File: src/rtl/mdp_defs.svh
// Constants of the motion digital I/O, pulse-width and trigger router block.
// Assumes a single 25 MHz clock and a byte-addressed register port.
`ifndef MDP_DEFS_SVH
`define MDP_DEFS_SVH

`define MDP_OFS_PORT_DATA  8'h00
`define MDP_OFS_PORT_DIR   8'h08
`define MDP_OFS_PORT_POL   8'h10
`define MDP_OFS_HALL_CFG   8'h20
`define MDP_OFS_REINIT     8'h21
`define MDP_OFS_HALL_STAT  8'h22
`define MDP_OFS_PULSE_WIDTH_OUT_ONE_PER   8'h30
`define MDP_OFS_PULSE_WIDTH_OUT_ONE_DUTY  8'h31
`define MDP_OFS_PULSE_WIDTH_OUT_TWO_PER   8'h32
`define MDP_OFS_PULSE_WIDTH_OUT_TWO_DUTY  8'h33
`define MDP_OFS_PWM_CLK    8'h34
`define MDP_OFS_TRIG_MODE  8'h40
`define MDP_OFS_TRIG_SEL   8'h41
`define MDP_OFS_TRIG_DOUT  8'h42
`define MDP_OFS_TRIG_DIR   8'h43
`define MDP_OFS_TRIG_STAT  8'h44
`define MDP_OFS_DRV_MODE   8'h50
`define MDP_OFS_PULL_STAT  8'h51

`define MDP_HALL_LSB       2
`define MDP_HALL_PORT_A    3
`define MDP_HALL_PORT_B    7
`define MDP_RST_PULL       2'h3

`define MDP_CLK_NS         40
`define MDP_BP_PULSE_NS    200
`define MDP_BP_CYC         ((`MDP_BP_PULSE_NS + `MDP_CLK_NS - 1) / `MDP_CLK_NS)

`endif

File: src/rtl/mdp_pkg.sv
// Types shared by the motion digital I/O router.
// Assumes the constants header is included by the design file.
package mdp_pkg;

  typedef enum logic [1:0] {
    MDP_TRG_CAPTURE_IN,
    MDP_TRG_BREAKPOINT_OUT,
    MDP_TRG_ENCODER_OUT,
    MDP_TRG_GENERIC_DIO
  } mdp_trig_mode_t;

endpackage : mdp_pkg

File: src/rtl/mdp_router.sv
// General I/O ports, Hall takeover, pulse-width outputs and trigger routing.
// Assumes one clock, a synchronous active-low reset and a strobe register port.
//
// Local design decisions: the placing of the registers and strobed register access.
`timescale 1ns/100ps
`include "mdp_defs.svh"

module mdp_router
  import mdp_pkg::*;
#(
  parameter int PWM_W    = 16,
  parameter int NUM_AXES = 8
) (
  input  wire logic                clock_in,
  input  wire logic                rst_n_in,
  input  wire logic [7:0]          addr_in,
  input  wire logic [31:0]         wdata_in,
  input  wire logic                wr_in,
  input  wire logic                rd_in,
  output logic      [31:0]         rdata_out,
  input  wire logic [63:0]         gpio_in,
  output logic      [63:0]         gpio_out,
  output logic      [63:0]         gpio_oe_out,
  input  wire logic [1:0]          power_up_pull_select_in,
  output logic      [1:0]          pull_up_out,
  output logic      [11:0]         hall_out,
  input  wire logic                pwm_ext_clk_in,
  output logic                     pulse_width_out_one_out,
  output logic                     pulse_width_out_two_out,
  input  wire logic [7:0]          sync_trigger_bus_in,
  output logic      [7:0]          sync_trigger_bus_out,
  output logic      [7:0]          sync_trigger_bus_oe_out,
  input  wire logic                star_trigger_in,
  output logic      [7:0]          capture_trigger_out,
  output logic                     star_capture_out,
  input  wire logic [7:0]          breakpoint_event_in,
  input  wire logic [7:0]          encoder_filtered_in,
  input  wire logic [NUM_AXES-1:0] step_gen_in,
  input  wire logic [NUM_AXES-1:0] dir_gen_in,
  output logic      [NUM_AXES-1:0] step_out,
  output logic      [NUM_AXES-1:0] step_oe_out,
  output logic      [NUM_AXES-1:0] dir_out,
  output logic      [NUM_AXES-1:0] dir_oe_out
);

  if (PWM_W < 2 || PWM_W > 32) begin : g_chk_pwm
    $error("PWM_W must lie between 2 and 32.");
  end
  if (NUM_AXES < 1 || NUM_AXES > 32) begin : g_chk_axes
    $error("NUM_AXES must lie between 1 and 32.");
  end

  localparam logic [2:0] BP_CYC = 3'(`MDP_BP_CYC);
  localparam logic [7:0] OFS_DATA = `MDP_OFS_PORT_DATA;
  localparam logic [7:0] OFS_DIR  = `MDP_OFS_PORT_DIR;
  localparam logic [7:0] OFS_POL  = `MDP_OFS_PORT_POL;

  logic        cfg_clr;
  logic        wr_data;
  logic        wr_dir;
  logic        wr_pol;
  logic [5:0]  lane;
  logic [63:0] out_reg;
  logic [63:0] dir_reg;
  logic [63:0] pol_reg;
  logic [3:0]  hall_reg;
  logic [63:0] hall_mask;
  logic [63:0] gpio_s1_reg;
  logic [63:0] gpio_s2_reg;
  logic [63:0] port_view;
  logic [1:0]  pull_s1_reg;
  logic [1:0]  pull_s2_reg;
  logic        pull_taken_reg;

  // A write to the reinit offset clears the port and Hall configuration like a reset.
  assign cfg_clr = !rst_n_in || (wr_in && addr_in == `MDP_OFS_REINIT);
  assign wr_data = wr_in && addr_in[7:3] == OFS_DATA[7:3];
  assign wr_dir  = wr_in && addr_in[7:3] == OFS_DIR[7:3];
  assign wr_pol  = wr_in && addr_in[7:3] == OFS_POL[7:3];
  assign lane    = {addr_in[2:0], 3'h0};

  // Port bytes are addressed as whole bytes, one bit per line.
  always_ff @(posedge clock_in) begin
    if (cfg_clr) begin
      out_reg <= '0;
      dir_reg <= '0;
      pol_reg <= '0;
    end else begin
      if (wr_data) begin
        out_reg[lane +: 8] <= wdata_in[7:0];
      end
      if (wr_dir) begin
        dir_reg[lane +: 8] <= wdata_in[7:0];
      end
      if (wr_pol) begin
        pol_reg[lane +: 8] <= wdata_in[7:0];
      end
    end
  end

  // Hall assignment bits only set; they clear by reset or reinit alone.
  always_ff @(posedge clock_in) begin
    if (cfg_clr) begin
      hall_reg <= 4'h0;
    end else if (wr_in && addr_in == `MDP_OFS_HALL_CFG) begin
      hall_reg <= hall_reg | wdata_in[3:0];
    end
  end

  always_comb begin
    hall_mask = '0;
    hall_mask[`MDP_HALL_PORT_A*8+`MDP_HALL_LSB +: 3]     = {3{hall_reg[0]}};
    hall_mask[`MDP_HALL_PORT_A*8+`MDP_HALL_LSB + 3 +: 3] = {3{hall_reg[1]}};
    hall_mask[`MDP_HALL_PORT_B*8+`MDP_HALL_LSB +: 3]     = {3{hall_reg[2]}};
    hall_mask[`MDP_HALL_PORT_B*8+`MDP_HALL_LSB + 3 +: 3] = {3{hall_reg[3]}};
  end

  always_ff @(posedge clock_in) begin
    gpio_s1_reg <= gpio_in;
    gpio_s2_reg <= gpio_s1_reg;
  end

  assign port_view = (gpio_s2_reg ^ pol_reg) & ~hall_mask;

  // Lines given to Hall feedback are never driven by the general logic.
  always_ff @(posedge clock_in) begin
    if (!rst_n_in) begin
      gpio_out    <= '0;
      gpio_oe_out <= '0;
      hall_out    <= 12'h000;
    end else begin
      gpio_out    <= (out_reg ^ pol_reg) & ~hall_mask;
      gpio_oe_out <= dir_reg & ~hall_mask;
      hall_out    <= {gpio_s2_reg[`MDP_HALL_PORT_B*8+`MDP_HALL_LSB +: 6] &
                      hall_mask[`MDP_HALL_PORT_B*8+`MDP_HALL_LSB +: 6],
                      gpio_s2_reg[`MDP_HALL_PORT_A*8+`MDP_HALL_LSB +: 6] &
                      hall_mask[`MDP_HALL_PORT_A*8+`MDP_HALL_LSB +: 6]};
    end
  end

  // Pull direction is caught once, on the first edge after reset release.
  always_ff @(posedge clock_in) begin
    pull_s1_reg <= power_up_pull_select_in;
    pull_s2_reg <= pull_s1_reg;
  end

  always_ff @(posedge clock_in) begin
    if (!rst_n_in) begin
      pull_up_out    <= `MDP_RST_PULL;
      pull_taken_reg <= 1'b0;
    end else if (!pull_taken_reg) begin
      pull_up_out    <= pull_s2_reg;
      pull_taken_reg <= 1'b1;
    end
  end

  // Pulse-width generators.
  logic [PWM_W-1:0] per_reg  [2];
  logic [PWM_W-1:0] duty_reg [2];
  logic [PWM_W-1:0] cnt_reg  [2];
  logic [1:0]       pwm_lvl;
  logic             pwm_ext_reg;
  logic             pclk_s1_reg;
  logic             pclk_s2_reg;
  logic             pclk_s3_reg;
  logic             pwm_tick;

  always_ff @(posedge clock_in) begin
    if (!rst_n_in) begin
      per_reg[0]  <= '0;
      per_reg[1]  <= '0;
      duty_reg[0] <= '0;
      duty_reg[1] <= '0;
      pwm_ext_reg <= 1'b0;
    end else if (wr_in) begin
      case (addr_in)
        `MDP_OFS_PULSE_WIDTH_OUT_ONE_PER:  per_reg[0]  <= wdata_in[PWM_W-1:0];
        `MDP_OFS_PULSE_WIDTH_OUT_ONE_DUTY: duty_reg[0] <= wdata_in[PWM_W-1:0];
        `MDP_OFS_PULSE_WIDTH_OUT_TWO_PER:  per_reg[1]  <= wdata_in[PWM_W-1:0];
        `MDP_OFS_PULSE_WIDTH_OUT_TWO_DUTY: duty_reg[1] <= wdata_in[PWM_W-1:0];
        `MDP_OFS_PWM_CLK:   pwm_ext_reg <= wdata_in[0];
        default: begin
        end
      endcase
    end
  end

  always_ff @(posedge clock_in) begin
    pclk_s1_reg <= pwm_ext_clk_in;
    pclk_s2_reg <= pclk_s1_reg;
    pclk_s3_reg <= pclk_s2_reg;
  end

  assign pwm_tick = pwm_ext_reg ? (pclk_s2_reg && !pclk_s3_reg) : 1'b1;

  for (genvar c = 0; c < 2; c++) begin : g_pwm
    always_ff @(posedge clock_in) begin
      if (!rst_n_in) begin
        cnt_reg[c] <= '0;
      end else if (pwm_tick) begin
        if (cnt_reg[c] + 1'b1 >= per_reg[c]) begin
          cnt_reg[c] <= '0;
        end else begin
          cnt_reg[c] <= cnt_reg[c] + 1'b1;
        end
      end
    end

    always_comb begin
      if (duty_reg[c] == '0) begin
        pwm_lvl[c] = 1'b0;
      end else if (duty_reg[c] >= per_reg[c]) begin
        pwm_lvl[c] = 1'b1;
      end else begin
        pwm_lvl[c] = cnt_reg[c] < duty_reg[c];
      end
    end
  end

  always_ff @(posedge clock_in) begin
    if (!rst_n_in) begin
      pulse_width_out_one_out <= 1'b0;
      pulse_width_out_two_out <= 1'b0;
    end else begin
      pulse_width_out_one_out <= pwm_lvl[0];
      pulse_width_out_two_out <= pwm_lvl[1];
    end
  end

  // Trigger bus routing.
  logic [15:0] trig_mode_reg;
  logic [23:0] trig_sel_reg;
  logic [7:0]  tdio_out_reg;
  logic [7:0]  tdio_dir_reg;
  logic [7:0]  trig_s1_reg;
  logic [7:0]  trig_s2_reg;
  logic        star_s1_reg;
  logic        star_s2_reg;
  logic [2:0]  bp_cnt_reg [8];
  logic [2:0]  bp_cnt_next [8];
  logic [7:0]  trig_lvl;
  logic [7:0]  trig_oe;
  logic [7:0]  cap_lvl;

  always_ff @(posedge clock_in) begin
    if (!rst_n_in) begin
      trig_mode_reg <= 16'h0000;
      trig_sel_reg  <= 24'h000000;
      tdio_out_reg  <= 8'h00;
      tdio_dir_reg  <= 8'h00;
    end else if (wr_in) begin
      case (addr_in)
        `MDP_OFS_TRIG_MODE: trig_mode_reg <= wdata_in[15:0];
        `MDP_OFS_TRIG_SEL:  trig_sel_reg  <= wdata_in[23:0];
        `MDP_OFS_TRIG_DOUT: tdio_out_reg  <= wdata_in[7:0];
        `MDP_OFS_TRIG_DIR:  tdio_dir_reg  <= wdata_in[7:0];
        default: begin
        end
      endcase
    end
  end

  always_ff @(posedge clock_in) begin
    trig_s1_reg <= sync_trigger_bus_in;
    trig_s2_reg <= trig_s1_reg;
    star_s1_reg <= star_trigger_in;
    star_s2_reg <= star_s1_reg;
  end

  for (genvar i = 0; i < 8; i++) begin : g_trig
    mdp_trig_mode_t mode;
    logic [2:0]     sel;

    assign mode = mdp_trig_mode_t'(trig_mode_reg[2*i +: 2]);
    assign sel  = trig_sel_reg[3*i +: 3];

    always_comb begin
      bp_cnt_next[i] = bp_cnt_reg[i];
      if (mode == MDP_TRG_BREAKPOINT_OUT && breakpoint_event_in[sel]) begin
        bp_cnt_next[i] = BP_CYC;
      end else if (bp_cnt_reg[i] != 3'h0) begin
        bp_cnt_next[i] = bp_cnt_reg[i] - 3'h1;
      end
    end

    always_ff @(posedge clock_in) begin
      if (!rst_n_in) begin
        bp_cnt_reg[i] <= 3'h0;
      end else begin
        bp_cnt_reg[i] <= bp_cnt_next[i];
      end
    end

    always_comb begin
      trig_lvl[i] = 1'b0;
      trig_oe[i]  = 1'b0;
      cap_lvl[i]  = 1'b0;
      case (mode)
        MDP_TRG_CAPTURE_IN: begin
          cap_lvl[i] = trig_s2_reg[i];
        end
        MDP_TRG_BREAKPOINT_OUT: begin
          trig_lvl[i] = bp_cnt_next[i] != 3'h0;
          trig_oe[i]  = 1'b1;
        end
        MDP_TRG_ENCODER_OUT: begin
          trig_lvl[i] = encoder_filtered_in[sel];
          trig_oe[i]  = 1'b1;
        end
        MDP_TRG_GENERIC_DIO: begin
          trig_lvl[i] = tdio_out_reg[i];
          trig_oe[i]  = tdio_dir_reg[i];
        end
        default: begin
        end
      endcase
    end
  end

  // The star line has no driver at all; it only feeds capture and the trigger status read-back.
  always_ff @(posedge clock_in) begin
    if (!rst_n_in) begin
      sync_trigger_bus_out    <= 8'h00;
      sync_trigger_bus_oe_out <= 8'h00;
      capture_trigger_out     <= 8'h00;
      star_capture_out        <= 1'b0;
    end else begin
      sync_trigger_bus_out    <= trig_lvl;
      sync_trigger_bus_oe_out <= trig_oe;
      capture_trigger_out     <= cap_lvl;
      star_capture_out        <= star_s2_reg;
    end
  end

  // Step and direction drivers.
  logic [NUM_AXES-1:0] oc_reg;

  always_ff @(posedge clock_in) begin
    if (!rst_n_in) begin
      oc_reg <= '0;
    end else if (wr_in && addr_in == `MDP_OFS_DRV_MODE) begin
      oc_reg <= wdata_in[NUM_AXES-1:0];
    end
  end

  // Open collector only pulls low, so a high level releases the pin.
  always_ff @(posedge clock_in) begin
    if (!rst_n_in) begin
      step_out    <= '0;
      step_oe_out <= '0;
      dir_out     <= '0;
      dir_oe_out  <= '0;
    end else begin
      step_out    <= step_gen_in & ~oc_reg;
      step_oe_out <= ~(oc_reg & step_gen_in);
      dir_out     <= dir_gen_in & ~oc_reg;
      dir_oe_out  <= ~(oc_reg & dir_gen_in);
    end
  end

  // Register read-back.
  logic [31:0] rd_next;

  always_comb begin
    rd_next = 32'h00000000;
    if (addr_in[7:3] == OFS_DATA[7:3]) begin
      rd_next = {24'h000000, port_view[lane +: 8]};
    end else if (addr_in[7:3] == OFS_DIR[7:3]) begin
      rd_next = {24'h000000, dir_reg[lane +: 8]};
    end else if (addr_in[7:3] == OFS_POL[7:3]) begin
      rd_next = {24'h000000, pol_reg[lane +: 8]};
    end else begin
      case (addr_in)
        `MDP_OFS_HALL_CFG:  rd_next = {28'h0000000, hall_reg};
        `MDP_OFS_HALL_STAT: rd_next = {20'h00000, hall_out};
        `MDP_OFS_PULSE_WIDTH_OUT_ONE_PER:  rd_next = 32'(per_reg[0]);
        `MDP_OFS_PULSE_WIDTH_OUT_ONE_DUTY: rd_next = 32'(duty_reg[0]);
        `MDP_OFS_PULSE_WIDTH_OUT_TWO_PER:  rd_next = 32'(per_reg[1]);
        `MDP_OFS_PULSE_WIDTH_OUT_TWO_DUTY: rd_next = 32'(duty_reg[1]);
        `MDP_OFS_PWM_CLK:   rd_next = {31'h00000000, pwm_ext_reg};
        `MDP_OFS_TRIG_MODE: rd_next = {16'h0000, trig_mode_reg};
        `MDP_OFS_TRIG_SEL:  rd_next = {8'h00, trig_sel_reg};
        `MDP_OFS_TRIG_DOUT: rd_next = {24'h000000, tdio_out_reg};
        `MDP_OFS_TRIG_DIR:  rd_next = {24'h000000, tdio_dir_reg};
        `MDP_OFS_TRIG_STAT: rd_next = {23'h000000, star_s2_reg, trig_s2_reg};
        `MDP_OFS_DRV_MODE:  rd_next = 32'(oc_reg);
        `MDP_OFS_PULL_STAT: rd_next = {30'h00000000, pull_up_out};
        default:            rd_next = 32'h00000000;
      endcase
    end
  end

  always_ff @(posedge clock_in) begin
    if (!rst_n_in) begin
      rdata_out <= 32'h00000000;
    end else begin
      rdata_out <= rd_in ? rd_next : 32'h00000000;
    end
  end

endmodule : mdp_router

File: config.mk
export PLATFORM = sky130hd
export DESIGN_NAME = mdp_router
export DESIGN_NICKNAME = d
export VERILOG_FILES = /design/src/rtl/mdp_pkg.sv /design/src/rtl/mdp_router.sv
export VERILOG_INCLUDE_DIRS = /design/src /design/src/rtl
export SDC_FILE = /design/constraint.sdc
export NUM_CORES = 1
export LEC_CHECK = 0
export BUFFER_PORTS_ARGS = -buffer_cell sky130_fd_sc_hd__buf_2
export CAP_MARGIN = 20
export CORE_UTILIZATION = 50
export CTS_CLUSTER_SIZE = 16
export DETAILED_ROUTE_END_ITERATION = 16
export PLACE_DENSITY = 0.7
export REMOVE_ABC_BUFFERS = 1
export SETUP_SLACK_MARGIN = 0.5
export SLEW_MARGIN = 15
export SYNTH_ARGS = -nofsm -noshare
export SYNTH_HDL_FRONTEND = slang
export SYNTH_SLANG_ARGS = --single-unit
export TNS_END_PERCENT = 30
File: constraint.sdc
create_clock -name clock_in -period 3.92 [get_ports clock_in]
set_input_delay 0.588 -clock clock_in [delete_from_list [all_inputs] [get_ports clock_in]]
set_output_delay 0.588 -clock clock_in [all_outputs]
set_load 0.05 [all_outputs]
# Yosys cells after proc, flatten, opt, wreduce, memory -nomap -nowiden
# Memories as Yosys holds them, arrays and structs flattened.
# Cells that the tools add are included.
word_totals:
  ff_bits: 640
  mem_bits_ro: 0
  in_bits: 152
  latch_bits: 0
  out_inout_bits: 233
  elab_cells: 348
  mem_count: 4
  ram_bits: 120
op_classes:
  n_mul: 0
  n_reduce_logical: 70
  bitwise_logic: 34
  n_lt_le_gt_ge: 14
  eq_ne: 41
  shift: 5
  n_mux: 124
  addsub: 11
  div_mod_pow: 0
memory_table:
  columns: ["memory", "depth", "width", "rd", "rd_clocked_by_memory_dff", "write_ports", "line_no", "source"]
  rows:
  - ["cnt_reg", 2, 16, 2, 0, 2, "mdp_router.sv:160", "logic [PWM_W-1:0] cnt_reg [2];"]
  - ["duty_reg", 2, 16, 2, 0, 2, "mdp_router.sv:159", "logic [PWM_W-1:0] duty_reg [2];"]
  - ["per_reg", 2, 16, 2, 0, 2, "mdp_router.sv:158", "logic [PWM_W-1:0] per_reg [2];"]
  - ["bp_cnt_reg", 8, 3, 8, 0, 8, "mdp_router.sv:239", "logic [2:0] bp_cnt_reg [8];"]
ops:
  columns: ["cell", "n"]
  rows:
  - ["one-hot mux 24 bit (14 select lines)", 1]
  - ["AND 64 bit", 3]
  - ["bitwise mux 64 bit", 3]
  - ["indexed part select 64 x 7 -> 8 bit", 3]
  - ["two-way mux 16 bit", 8]
  - ["bitwise XOR 64 bit", 2]
  - ["two-way mux 3 bit", 24]
  - ["equality test 8 x 6 -> 1 bit (second input constant)", 8]
  - ["greater-or-equal comparator 16 bit", 4]
  - ["inverter 64 bit", 1]
  - ["variable shift 8 x 8 -> 64 bit (first input constant)", 1]
  - ["indexed part select 8 x 8 -> 64 bit", 1]
  - ["equality test 8 x 7 -> 1 bit (second input constant)", 7]
  - ["two-way mux 1 bit", 53]
  - ["binary-select mux 1 bit (select 3 bit)", 16]
  - ["nonzero test 3 bit", 16]
  - ["adder 16 x 1 -> 16 bit (second input constant)", 2]
  - ["AND 8 bit", 4]
  - ["equality test 2 bit (second input constant)", 16]
  - ["logical NOT 16 bit", 2]
  - ["less-than comparator 16 bit", 2]
  - ["less-than comparator 3 x 4 -> 1 bit (second input constant)", 8]
  - ["AND reduction 2 bit", 14]
  - ["two-way mux 8 bit", 3]
  - ["other kinds (19)", 97]

# Depth between registers and ports, before layout
# An unclocked memory read counts as a cell.
logic_depth:
  ltp_word: 9
  depth_mapped: 13
  depth_no_buf: 12

# Worst setup path before layout
# Ideal clock, no wire load.
synth_timing:
  path_type: "input -> register"
  start: "in addr_in[0]"
  end: "mem per_reg[1][0], in the netlist per_reg[0][16], enable pin"
  cell_stages: 7
  setup_time_ns: 0.411
  arrival_ns: 2.835
  required_time_ns: 3.509
  setup_slack_ns: 0.674
  path_cell_list: "buf_2 -> inv_2 -> buf_2 -> ha_1 -> clkbuf_1 -> nand2_1 -> o21ai_0"
synth_lines:
  columns: ["item", "line_no", "source"]
  rows:
  - ["start: declaration", "mdp_router.sv:16", "input wire logic [7:0] addr_in,"]
  - ["end: declaration", "mdp_router.sv:158", null]

==> results.py <==
metrics = {
    "outcome": {
        "status": "finished clean",
    },
    "detailed_routing": {
        "routed_wl_um": 100100,
        "vias": 24550,
        "dr.pass1.iters": 6,
        "ant_nets": 0,
        "viasPerCell": 5.710,
        "wl_per_cell_um": 23.28,
        "first_iter_violations": 2393,
        "drc_errors": 0,
    },
    "floorplanning": {
        "ios": 385,
        "die_h_um": 255.6,
        "die_area_um2": 65310,
        "core_um2": 63310,
        "dieWidth_um": 255.6,
        "start_util": 0.5077,
        "rows": 92,
    },
    "cts": {
        "clockRootBuffer": "clkbuf_16",
        "cts_hold_buf": 0,
        "postCtsSetupBuffers": 0,
        "cts-resized-gates": 0,
        "cts.path.max_buffers": 3,
        "clock_latency_ps": 650,
        "clock_sinks": 760,
        "numCtsBuffers": 77,
        "clkSlewWorstSetupHoldPaths_ps": 60,
        "cts_max_level": 3,
        "cts_tree": "done",
    },
    "power": {
        "ir_drop_uv": 369.2,
        "p_leak_nw": 16.32,
        "powerDensity_nw_per_um2": 470.4,
    },
    "setup_path": {
        "rr_startpoint": "cnt_reg[1][2]$_SDFFCE_PN0P_",
        "cp_data_required_time_ps": 4260,
        "end_kind": "flip-flop",
        "worstPathMaxFanout": 16,
        "arrival_ps": 3360,
        "setup.worst_path.start": "cnt_reg[1][2]$_SDFFCE_PN0P_",
        "crit_path_start_kind": "flip-flop",
        "worstSetupPathType": "flip-flop to flip-flop",
    },
    "sta": {
        "layout_min_cycle_time_ps": 3022,
        "slew_headroom": 0.2789,
        "rsz0062_at_grt": "false",
        "finClkSkew_ps": 39.44,
        "fin_tns_setup_ps": 0,
        "drv_slew": 0,
        "hold_viol": 0,
        "post-route-period-util": 0.7710,
        "fin_ws_ps": 897.6,
        "setup_violations": 0,
        "max_freq_mhz": 330.9,
        "worst_slew_pin_slew_ps": 1054,
    },
    "synth": {
        "synth_seq_cells": 760,
        "yosys-top-cells-area": "dfxtp_1 (41%), edfxtp_1 (9.0%), ha_1 (6.4%)",
        "synth-main-ff-cell": "dfxtp_1",
        "ys_seq_area_frac": 0.5032,
        "yosys-top-cells-count": "dfxtp_1 (664), nor2_1 (270), nand2_1 (224), and2_1 (182), ha_1 (165)",
        "async_flop_share": 0,
        "synth_edf_count": 96,
        "syn-instance-count": 3045,
        "synth_warnings": 0,
        "syn_area_um2": 32140,
        "synth.most_common_cell": "dfxtp_1",
        "synth_area_per_cell_um2": 10.56,
        "synth_top_cell_area_share": 0.4135,
        "synth_top_area_cell": "dfxtp_1",
        "synthDistinctLibCells": 79,
    },
    "global_routing": {
        "grtUsageTotal": 0.3010,
        "grt_start_max_net_pins": 211,
        "grt_pass1_vias": 24700,
        "grt_pass1_wl_um": 150200,
        "antenna_found_initial": 11,
        "overflow": 0,
    },
    "finish": {
        "drive_above_1_share": 0.1951,
        "multiInputGateArea_um2": 14820,
        "seq_area_um2": 16180,
        "utilization": 0.5928,
        "nNetsFinal": 3706,
        "fillers": 5278,
        "syn_to_final_growth_pct": 16.75,
        "design_area_um2": 37530,
    },
    "placement": {
        "gp_congestion": 0.9495,
        "portBuffers": 368,
        "post-place-ws_ps": 576.4,
        "dpl_cell_area_um2": 34820,
        "dp_hpwl_um": 73130,
    },
    "min_path": {
        "hold_class": "input port to flip-flop",
        "min_from": "gpio_in[36]",
    },
    "run": {
        "max-cap-violations": 0,
    },
}
where the power goes:
group | switching, W | total, W | internal (W)
Combinational | 0.00101 | 0.00158 | 0.000568
Clock | 0.00320 | 0.00780 | 0.00461
Sequential | 0.000160 | 0.00827 | 0.00811
Total | 0.00437 | 0.0177 | 0.0133
path summary, 6_finish.rpt:
| path | endpoint | slack, ps | cells past startpoint |
|---|---|---|---|
| worst min register to register | gpio_s2_reg[38]$_DFF_P_ | 320 | 0 |
| worst min-delay path | gpio_s1_reg[36]$_DFF_P_ | 40 | 1 |
| worst max-delay path | cnt_reg[1][6]$_SDFFCE_PN0P_ | 900 | 10 |
| worst max register to register | cnt_reg[1][6]$_SDFFCE_PN0P_ | 900 | 10 |
cells in the final DEF (no fill, tap or decap), types with 70 or more instances in the layout:
master / n
and2_1: 182
mux4_2: 70
dfxtp_1: 664
a21oi_1: 129
mux2i_1: 162
nor2_1: 270
edfxtp_1: 96
nand2_1: 224
ha_1: 165
xor2_1: 99
inv_1: 121
clkbuf_16: 79
buf_2: 366
per-layer routing:
metal	GRT usage	up-vias	wire, um
met1	0.3745	11920	39630
met3	0.05397	272	7625
met2	0.4989	1147	47500
met5	0	-	59
met4	0.1577	8	5262
li1	-	11200	-
cell type report:
| class | count | share of cell area |
|---|---|---|
| diodes | 3 | 0.0002000 |
| clock buffers | 99 | 0.05761 |
| flip-flops and latches | 760 | 0.4310 |
| well taps | 846 | 0.02821 |
| repair buffers | 423 | 0.06131 |
| multi-input cells | 2003 | 0.3948 |
| clock inverters | 41 | 0.01447 |
| inverters | 124 | 0.01240 |
through the flow:
step | power [W] | hold WS (ps) | std cells
final | 0.01765 | 42.45 | 4299
after global routing | 0.01825 | 34.28 | 4298
after CTS | 0.01772 | 23.01 | 4296
after global placement | 0.009861 | 312.9 | 4156
after detailed placement | 0.009986 | 312.1 | 4156
after floorplan | 0.009343 | 309.6 | 2887
worst max-delay path: stages, from the launching register on:
cell and delay [ps]:
edfxtp_1 470, and4_1 290, nand2_1 90, nor3_1 350, nand4_1 160, xnor2_1 170, ha_1 300, nand4_1 130
nor3_1 190, a21o_1 470, nor2b_1 110
logic make-up (layout without fill, tap and decap cells):
logic type,Yosys count,in the layout,share of synthesized area
simple gates,975,975,0.1545
flops,760,760,0.5032
compound gates,442,442,0.09085
buf+inv,289,687,0.03694
mux,249,249,0.1054
fa+ha+maj,165,165,0.06422
xor+xnor,164,164,0.04468
other cells,1,11,0.0001167
No activity file was read; power rests on OpenSTA's default activity.
